--- config.mk ---
export PLATFORM = sky130hd
export DESIGN_NAME = cwd_top
export DESIGN_NICKNAME = d
export VERILOG_FILES = /design/src/core/cwd_pkg.sv /design/src/core/cwd_word_latch.sv /design/src/core/cwd_option_decode.sv /design/src/core/cwd_top.sv
export SDC_FILE = /design/constraint.sdc
export NUM_CORES = 1
export LEC_CHECK = 0
export ABC_CLOCK_PERIOD_IN_PS = 1260
export BUFFER_PORTS_ARGS = -buffer_cell sky130_fd_sc_hd__buf_2
export CORE_AREA = 2 2 97 99
export CTS_BUF_LIST = sky130_fd_sc_hd__clkbuf_2 sky130_fd_sc_hd__clkbuf_4 sky130_fd_sc_hd__clkbuf_8
export DETAILED_ROUTE_END_ITERATION = 6
export DIE_AREA = 0 0 99 101
export PLACE_DENSITY = 0.77
export SLEW_MARGIN = 20
export SYNTH_ARGS = -nofsm -noshare
export SYNTH_HDL_FRONTEND = slang
export SYNTH_SLANG_ARGS = --single-unit
--- constraint.sdc ---
create_clock -name clk_i -period 1.26 [get_ports clk_i]
set_clock_uncertainty 0.1 [all_clocks]
set_input_delay 0.315 -clock clk_i [delete_from_list [all_inputs] [get_ports clk_i]]
set_output_delay 0.315 -clock clk_i [all_outputs]
set_load 0.03 [all_outputs]
--- src/core/cwd_pkg.sv ---
package cwd_pkg;

  // ==========================================================================
  // widths and word map
  // ==========================================================================
  localparam int unsigned CWD_WORD_W = 24;
  localparam int unsigned CWD_ADDR_W = 3;
  localparam int unsigned CWD_THR_W  = 32;

  localparam logic [CWD_ADDR_W-1:0] CWD_ADDR_CNT_LO = 3'h0;
  localparam logic [CWD_ADDR_W-1:0] CWD_ADDR_CNT_HI = 3'h1;
  localparam logic [CWD_ADDR_W-1:0] CWD_ADDR_DIS    = 3'h2;
  localparam logic [CWD_ADDR_W-1:0] CWD_ADDR_OPT    = 3'h3;
  localparam logic [CWD_ADDR_W-1:0] CWD_ADDR_IDENT  = 3'h4;
  localparam logic [CWD_ADDR_W-1:0] CWD_ADDR_REV    = 3'h5;

  // ==========================================================================
  // field positions
  // ==========================================================================
  localparam int unsigned CWD_CNT_MSB     = 15;
  localparam int unsigned CWD_DIS_BIT     = 0;
  localparam int unsigned CWD_OPT_SMB3    = 10;
  localparam int unsigned CWD_OPT_CMP2    = 5;
  localparam int unsigned CWD_OPT_I2C1    = 4;
  localparam int unsigned CWD_OPT_OSC_HP  = 3;
  localparam int unsigned CWD_OPT_TAMPER  = 2;
  localparam int unsigned CWD_OPT_CMP1    = 1;

  // ==========================================================================
  // unprogrammed values and implemented-bit masks
  // ==========================================================================
  localparam logic [CWD_WORD_W-1:0] CWD_RST_CNT_LO = 24'h00ffff;
  localparam logic [CWD_WORD_W-1:0] CWD_RST_CNT_HI = 24'h000001;
  localparam logic [CWD_WORD_W-1:0] CWD_RST_DIS    = 24'h000001;
  localparam logic [CWD_WORD_W-1:0] CWD_RST_OPT    = 24'h00043e;
  localparam logic [CWD_WORD_W-1:0] CWD_MASK_CNT   = 24'h00ffff;
  localparam logic [CWD_WORD_W-1:0] CWD_MASK_DIS   = 24'h000001;
  localparam logic [CWD_WORD_W-1:0] CWD_MASK_OPT   = 24'h00043e;

  // arbitrary identification values
  localparam logic [CWD_WORD_W-1:0] CWD_DEF_IDENT  = 24'h005a5a;
  localparam logic [CWD_WORD_W-1:0] CWD_DEF_REV    = 24'h000001;

  // load sequence after reset, gray along the path
  typedef enum logic [1:0] {
    CWD_ST_LOAD  = 2'b00,
    CWD_ST_APPLY = 2'b01,
    CWD_ST_RUN   = 2'b11
  } cwd_state_t;

  // blank array reads as the unprogrammed value; bits outside the mask read zero
  function automatic logic [CWD_WORD_W-1:0] cwd_pick(input logic [CWD_WORD_W-1:0] img,
                                                     input logic [CWD_WORD_W-1:0] rst,
                                                     input logic [CWD_WORD_W-1:0] mask,
                                                     input logic                  blank);
    cwd_pick = (blank ? rst : img) & mask;
  endfunction

endpackage

--- src/core/cwd_word_latch.sv ---
`timescale 1ns/1ps
module cwd_word_latch #(
  parameter logic [23:0] RST_VAL = 24'h000000,
  parameter logic [23:0] MASK    = 24'hffffff
) (
  input  wire logic                           clk_i,
  input  wire logic                           srst_i,
  input  wire logic                           blank_i,
  input  wire logic [cwd_pkg::CWD_WORD_W-1:0] image_i,
  output logic      [cwd_pkg::CWD_WORD_W-1:0] word_o
);
  import cwd_pkg::*;

  logic [CWD_WORD_W-1:0] word_q;

  // ==========================================================================
  // capture
  // ==========================================================================
  // sampled only while reset is held, so nothing at run time can alter it
  always_ff @(posedge clk_i) begin
    if (srst_i) begin
      word_q <= cwd_pick(image_i, RST_VAL, MASK, blank_i); // RULE_13
    end
  end

  assign word_o = word_q;

endmodule

--- src/core/cwd_option_decode.sv ---
`timescale 1ns/1ps
module cwd_option_decode (
  input  wire logic [cwd_pkg::CWD_WORD_W-1:0] opt_i,
  input  wire logic                           sec_osc_select_i,
  input  wire logic                           smbus_mode_on_i,
  output logic                                i2c1_alt_pins_o,
  output logic                                comp2_alt_o,
  output logic                                comp13_alt_o,
  output logic                                tamper_enable_o,
  output logic                                sec_osc_high_power_o,
  output logic                                smbus3_levels_o
);
  import cwd_pkg::*;

  // ==========================================================================
  // option decode
  // ==========================================================================
  // a zero bit selects the alternate pins, or for bit 2 enables the tamper input
  assign i2c1_alt_pins_o = ~opt_i[CWD_OPT_I2C1]; // RULE_04
  assign comp2_alt_o     = ~opt_i[CWD_OPT_CMP2]; // RULE_05
  assign comp13_alt_o    = ~opt_i[CWD_OPT_CMP1]; // RULE_06
  assign tamper_enable_o = ~opt_i[CWD_OPT_TAMPER]; // RULE_07

  // high power is meaningless unless the secondary oscillator is selected
  assign sec_osc_high_power_o = sec_osc_select_i & opt_i[CWD_OPT_OSC_HP]; // RULE_08

  // thresholds only matter once the i2c port has smbus mode on
  assign smbus3_levels_o = smbus_mode_on_i & opt_i[CWD_OPT_SMB3]; // RULE_09 RULE_10

endmodule

--- src/core/cwd_top.sv ---
`timescale 1ns/1ps
// Operation
// RULE_01: dead-man threshold bits 15:0 come from the low count word bits 15:0.
// RULE_02: threshold bits 31:16 come from the high count word bits 15:0.
// RULE_03: disable word bit 0 high disables the dead-man timer; blank value is 1.
// RULE_04: option bit 4 high keeps i2c port 1 on primary pins, low moves it.
// RULE_05: option bit 5 high keeps comparator 2 C/D inputs primary, low alternate.
// RULE_06: option bit 1 high keeps comparator 1/3 C inputs primary, low alternate.
// RULE_07: option bit 2 high disables the tamper input, low enables it.
// RULE_08: option bit 3 picks oscillator high power, only when oscillator select is 1.
// RULE_09: option bit 10 high picks smbus 3.0 input levels, low normal levels.
// RULE_10: level choice applies only while the i2c control smbus mode bit is on.
// RULE_11: device identifier and revision registers exist and are read-only.
// RULE_12: every config bit reads back its programmed value; run-time writes change nothing.
// RULE_13: config words latch during reset and stay static until the next reset.
module cwd_top #(
  parameter logic [23:0] DEVICE_ID  = cwd_pkg::CWD_DEF_IDENT,
  parameter logic [23:0] DEVICE_REV = cwd_pkg::CWD_DEF_REV
) (
  input  wire logic                           clk_i,
  input  wire logic                           srst_i,
  // programmed image from the configuration array
  input  wire logic                           nvm_blank_i,
  input  wire logic [cwd_pkg::CWD_WORD_W-1:0] nvm_cnt_lo_i,
  input  wire logic [cwd_pkg::CWD_WORD_W-1:0] nvm_cnt_hi_i,
  input  wire logic [cwd_pkg::CWD_WORD_W-1:0] nvm_dis_i,
  input  wire logic [cwd_pkg::CWD_WORD_W-1:0] nvm_opt_i,
  // live controls from neighbouring blocks
  input  wire logic                           sec_osc_select_i,
  input  wire logic                           smbus_mode_on_i,
  // register port
  input  wire logic [cwd_pkg::CWD_ADDR_W-1:0] addr_i,
  input  wire logic [cwd_pkg::CWD_WORD_W-1:0] wr_data_i,
  input  wire logic                           wr_en_i,
  input  wire logic                           rd_en_i,
  output logic      [cwd_pkg::CWD_WORD_W-1:0] rd_data_o,
  output logic                                wr_refused_o,
  // static controls
  output logic                                cfg_valid_o,
  output logic      [cwd_pkg::CWD_THR_W-1:0]  deadman_threshold_o,
  output logic                                deadman_enable_o,
  output logic                                i2c1_alt_pins_o,
  output logic                                comp2_alt_o,
  output logic                                comp13_alt_o,
  output logic                                tamper_enable_o,
  output logic                                sec_osc_high_power_o,
  output logic                                smbus3_levels_o
);
  import cwd_pkg::*;

  // ==========================================================================
  // declarations
  // ==========================================================================
  // latched words, decoded controls and the load sequence
  cwd_state_t            state_q;
  cwd_state_t            state_d;
  logic [CWD_WORD_W-1:0] cnt_lo_w;
  logic [CWD_WORD_W-1:0] cnt_hi_w;
  logic [CWD_WORD_W-1:0] dis_w;
  logic [CWD_WORD_W-1:0] opt_w;
  logic [CWD_WORD_W-1:0] rd_mux_w;
  logic [CWD_THR_W-1:0]  thr_w;
  logic                  i2c_alt_w;
  logic                  cmp2_alt_w;
  logic                  cmp13_alt_w;
  logic                  tamper_en_w;
  logic                  osc_hp_w;
  logic                  smb3_w;
  logic                  live_w;

  // every top-level output has a flop of its own
  logic [CWD_WORD_W-1:0] rd_data_q;
  logic                  wr_refused_q;
  logic                  cfg_valid_q;
  logic [CWD_THR_W-1:0]  thr_q;
  logic                  dm_en_q;
  logic                  i2c_alt_q;
  logic                  cmp2_alt_q;
  logic                  cmp13_alt_q;
  logic                  tamper_en_q;
  logic                  osc_hp_q;
  logic                  smb3_q;

  // ==========================================================================
  // configuration words
  // ==========================================================================
  // one latch per word; each keeps only its implemented bits
  cwd_word_latch #(
    .RST_VAL (CWD_RST_CNT_LO),
    .MASK    (CWD_MASK_CNT)
  ) u_cnt_lo (
    .clk_i   (clk_i),
    .srst_i  (srst_i),
    .blank_i (nvm_blank_i),
    .image_i (nvm_cnt_lo_i),
    .word_o  (cnt_lo_w)
  );

  cwd_word_latch #(
    .RST_VAL (CWD_RST_CNT_HI),
    .MASK    (CWD_MASK_CNT)
  ) u_cnt_hi (
    .clk_i   (clk_i),
    .srst_i  (srst_i),
    .blank_i (nvm_blank_i),
    .image_i (nvm_cnt_hi_i),
    .word_o  (cnt_hi_w)
  );

  cwd_word_latch #(
    .RST_VAL (CWD_RST_DIS),
    .MASK    (CWD_MASK_DIS)
  ) u_dis (
    .clk_i   (clk_i),
    .srst_i  (srst_i),
    .blank_i (nvm_blank_i),
    .image_i (nvm_dis_i),
    .word_o  (dis_w)
  );

  cwd_word_latch #(
    .RST_VAL (CWD_RST_OPT),
    .MASK    (CWD_MASK_OPT)
  ) u_opt (
    .clk_i   (clk_i),
    .srst_i  (srst_i),
    .blank_i (nvm_blank_i),
    .image_i (nvm_opt_i),
    .word_o  (opt_w)
  );

  // decode works on the latched option word, never on the raw image
  cwd_option_decode u_dec (
    .opt_i                (opt_w),
    .sec_osc_select_i     (sec_osc_select_i),
    .smbus_mode_on_i      (smbus_mode_on_i),
    .i2c1_alt_pins_o      (i2c_alt_w),
    .comp2_alt_o          (cmp2_alt_w),
    .comp13_alt_o         (cmp13_alt_w),
    .tamper_enable_o      (tamper_en_w),
    .sec_osc_high_power_o (osc_hp_w),
    .smbus3_levels_o      (smb3_w)
  );

  // ==========================================================================
  // decode
  // ==========================================================================
  // threshold is the two 16-bit halves side by side
  assign thr_w = {cnt_hi_w[CWD_CNT_MSB:0], cnt_lo_w[CWD_CNT_MSB:0]}; // RULE_01 RULE_02

  // identity words are constants, never stored, so no write path exists
  assign rd_mux_w = (addr_i == CWD_ADDR_CNT_LO) ? cnt_lo_w :
                    (addr_i == CWD_ADDR_CNT_HI) ? cnt_hi_w :
                    (addr_i == CWD_ADDR_DIS)    ? dis_w    :
                    (addr_i == CWD_ADDR_OPT)    ? opt_w    :
                    (addr_i == CWD_ADDR_IDENT)  ? DEVICE_ID  : // RULE_11
                    (addr_i == CWD_ADDR_REV)    ? DEVICE_REV :
                    '0;

  // outputs are refreshed once the words have settled out of reset
  assign live_w = (state_q != CWD_ST_LOAD);

  // ==========================================================================
  // load sequence
  // ==========================================================================
  // two settle cycles let the latched words meet the live inputs before the pins see them
  always_comb begin
    state_d = state_q;
    unique case (state_q)
      CWD_ST_LOAD:  state_d = CWD_ST_APPLY;
      CWD_ST_APPLY: state_d = CWD_ST_RUN;
      CWD_ST_RUN:   state_d = CWD_ST_RUN;
      default:      state_d = CWD_ST_LOAD;
    endcase
  end

  // any reset restarts the load, so a mid-run reset applies fresh words
  always_ff @(posedge clk_i) begin
    if (srst_i) begin
      state_q <= CWD_ST_LOAD;
    end else begin
      state_q <= state_d;
    end
  end

  // ==========================================================================
  // register port
  // ==========================================================================
  // read data stand one cycle only; writes are flagged and dropped
  always_ff @(posedge clk_i) begin
    if (srst_i) begin
      rd_data_q    <= '0;
      wr_refused_q <= 1'b0;
    end else begin
      rd_data_q    <= rd_en_i ? rd_mux_w : '0; // RULE_12
      wr_refused_q <= wr_en_i; // RULE_12
    end
  end

  // ==========================================================================
  // static control outputs
  // ==========================================================================
  // during reset everything sits in its safe state: timer off, primary pins
  always_ff @(posedge clk_i) begin
    if (srst_i) begin
      cfg_valid_q <= 1'b0;
      thr_q       <= '0;
      dm_en_q     <= 1'b0;
      i2c_alt_q   <= 1'b0;
      cmp2_alt_q  <= 1'b0;
      cmp13_alt_q <= 1'b0;
      tamper_en_q <= 1'b0;
      osc_hp_q    <= 1'b0;
      smb3_q      <= 1'b0;
    end else if (live_w) begin
      cfg_valid_q <= 1'b1; // RULE_13
      thr_q       <= thr_w;
      dm_en_q     <= ~dis_w[CWD_DIS_BIT]; // RULE_03
      i2c_alt_q   <= i2c_alt_w;
      cmp2_alt_q  <= cmp2_alt_w;
      cmp13_alt_q <= cmp13_alt_w;
      tamper_en_q <= tamper_en_w;
      osc_hp_q    <= osc_hp_w;
      smb3_q      <= smb3_w;
    end
  end

  assign rd_data_o            = rd_data_q;
  assign wr_refused_o         = wr_refused_q;
  assign cfg_valid_o          = cfg_valid_q;
  assign deadman_threshold_o  = thr_q;
  assign deadman_enable_o     = dm_en_q;
  assign i2c1_alt_pins_o      = i2c_alt_q;
  assign comp2_alt_o          = cmp2_alt_q;
  assign comp13_alt_o         = cmp13_alt_q;
  assign tamper_enable_o      = tamper_en_q;
  assign sec_osc_high_power_o = osc_hp_q;
  assign smbus3_levels_o      = smb3_q;
endmodule

==> impl_metrics.json <==
{
  "grt_pass1_vias": 2863,
  "drt_iter0_markers": 125,
  "status": "finished with violations",
  "syn_area_um2": 3690,
  "clk_pin_slew_worst_paths_ps": 100,
  "met2_usage_pct": 30.6,
  "core_area_um2": 8980,
  "grt_pass1_wl_um": 14200,
  "grt_busiest_layer": "met2",
  "antenna_found_initial": 0,
  "start_util_pct": 41.1,
  "root_buffer": "clkbuf_8",
  "slew_violations": 0,
  "path_max_fanout": 2,
  "gp_congestion": 0.800,
  "worst-path-buf-inv": 1,
  "netSwitchingPower_mw": 1.90,
  "pwr_density_cell_nw_per_um2": 1330,
  "drive_gt1_share_pct": 53.2,
  "area_growth_pct": 43.3,
  "switching_share_pct": 27.0,
  "die_w_um": 99,
  "dpl_cell_area_um2": 4470,
  "place_worst_setup_slack_ps": -93.7,
  "cp-start-kind": "flip-flop",
  "routed_wl_um": 9130,
  "finalHoldViolCount": 0,
  "intPower_mw": 5.13,
  "critPathMaxStageDelay_ps": 360,
  "portBuffers": 105,
  "ir_worst_vdd_mv": 0.678,
  "ys_ff_latch": 98,
  "yosysUniqueCellTypes": 28,
  "whs_ps": 63.5,
  "yosysWarnings": 0,
  "clock_path_buffers": 2,
  "first_pass_iters": 4,
  "yosys-top-cells-area": "dfxtp_1, edfxtp_1, nand2_1",
  "period_share_pct": 100,
  "syn_area_per_cell_um2": 10.5,
  "die-height_um": 101,
  "worstSkewPairLatency_ps": 350,
  "max_freq_mhz": 792,
  "synth_top_area_share_pct": 32.0,
  "setup_viol": 2,
  "nNetsFinal": 612,
  "finalCriticalPeriod_ps": 1260,
  "use_met1_pct": 23.7,
  "die_area_um2": 10000,
  "ant_nets": 0,
  "crit_chain": "buf_6",
  "crit_path_end_kind": "output pin",
  "pwr-share-comb_pct": 17.4,
  "drc": 0,
  "via_per_inst": 4.75,
  "seq_power_share_pct": 52.7,
  "grt_max_degree": 26,
  "max_cap_viol_count": 0,
  "worst_path_max_delay_cell": "dfxtp_2",
  "gr-total-overflow": 0,
  "rsz0062_at_grt": "yes",
  "tritoncts": "done",
  "violations": "negative setup slack",
  "critPathTopFamily": "flip-flops",
  "mostFrequentLayoutCell": "nand2_1",
  "cts_buffers": 9,
  "hp-class": "input pin to flip-flop",
  "synthCells": 350,
  "synth_top_area_cell": "dfxtp_1",
  "htree_levels": 3,
  "routedWlPerCell_um": 15.3,
  "fin_tns_setup_ps": -4.10,
  "leakage_nw": 2.23,
  "layout_common_cells": "nand2_1, dfxtp_2, buf_6, buf_2, edfxtp_1",
  "seq_area_frac_synth_pct": 63.8,
  "hpwl_um": 6210,
  "crit_required_ps": 840,
  "clockPowerShare_pct": 29.9,
  "crit_arrival_ps": 850,
  "vias": 2839,
  "final_design_area_no_fill_um2": 5280,
  "rows": 35,
  "cts.sinks": 98,
  "path_class": "flip-flop to output pin",
  "track_usage_pct": 18.3,
  "rrSetupSlack_ps": 40,
  "ios": 195,
  "worst_slack_ps": -2.06,
  "insertedDiodeCount": 0,
  "use_met3_pct": 4.85
}
[synth_stat cells]
cell type and n:
or3_4 1, a21oi_1 41, nand2b_4 1, buf_2 11
inv_1 2, or2_1 1, buf_6 2, and3_1 1
a211oi_1 8, nor2_1 16, nand3_1 5, o21bai_1 6
a22oi_1 3, nand2_1 71, o21ai_0 1, buf_4 9
a21o_1 3, or2_2 26, conb_1 1, nand2b_1 3
mux2i_1 4, nor2b_1 17, dfxtp_1 59, clkbuf_1 9
mux2_2 3, buf_1 1, nor3_1 6, edfxtp_1 39
[path summary, 6_finish.rpt]
check / startpoint / to / cells after the start
max: deadman_threshold_o[29] / deadman_threshold_o[29] / 1
min: wr_en_i / wr_refused_o / 2
max reg2reg: state_q[1] / smbus3_levels_o / 5
min reg2reg: deadman_threshold_o[22] / deadman_threshold_o[22] / 2
[cell families after synthesis]
family,synth area share [%]
flip-flops,63.8
AND/OR/NAND/NOR,19.2
AO/OA/AOI/OAI,9.77
other,0.102
buffers and inverters,5.16
multiplexers,2.00
[power groups by stage]
| stage | sequential (mW) | clock (mW) | combinational [mW] |
|---|---|---|---|
| floorplan | 3.92 | 0 | 0.403 |
| global placement | 3.71 | 0 | 0.980 |
| detailed placement | 3.72 | 0 | 1.00 |
| CTS | 3.70 | 2.14 | 1.16 |
| global route | 3.73 | 2.26 | 1.32 |
| finish | 3.70 | 2.10 | 1.23 |
[registers in the layout (all words and copies together), names as in the netlist]
register,cells
cfg_valid_o,1
u_cnt_hi.word_o,16
wr_refused_o,1
rd_data_o,16
smbus3_levels_o,1
u_dis.word_o,1
state_q,2
deadman_threshold_o,32
u_cnt_lo.word_o,16
sec_osc_high_power_o,1
comp13_alt_o,1
comp2_alt_o,1
deadman_enable_o,1
i2c1_alt_pins_o,1
tamper_enable_o,1
u_opt.word_o,6
[area by class of cell]
class	count	area, µm²
Fill cell	756	3690
Sequential cell	98	2430
Timing Repair Buffer	146	1300
Multi-Input combinational cell	225	1200
Clock buffer	11	145
Tap cell	111	139
Clock inverter	5	62.6
Inverter	2	7.51
[layer usage]
| metal | wire (µm) | share of wire [%] |
|---|---|---|
| met1 | 4000 | 44 |
| met2 | 4480 | 49 |
| met3 | 538 | 5.9 |
| met4 | 115 | 1.3 |
| met5 | 0 | 0 |
[metrics by stage]
stage	instances	util, %	total power, mW
6_report	598	58.9	7.03
5_1_grt	598	58.9	7.31
4_1_cts	586	57.1	7.00
3_5_place_dp	565	49.8	4.72
3_3_place_gp	565	49.8	4.69
2_1_floorplan	357	-	4.32
[what timing repair did]
action / 4_1_cts / 5_1_grt
setup endpoints to repair: 60 / 72
gates resized for setup: 163 / 18
hold buffers: 0 / 0
pin swaps: 0 / 1
buffers inserted: 5 / 11
cloned: 0 / 1
Power figures use the tool's default switching activity.
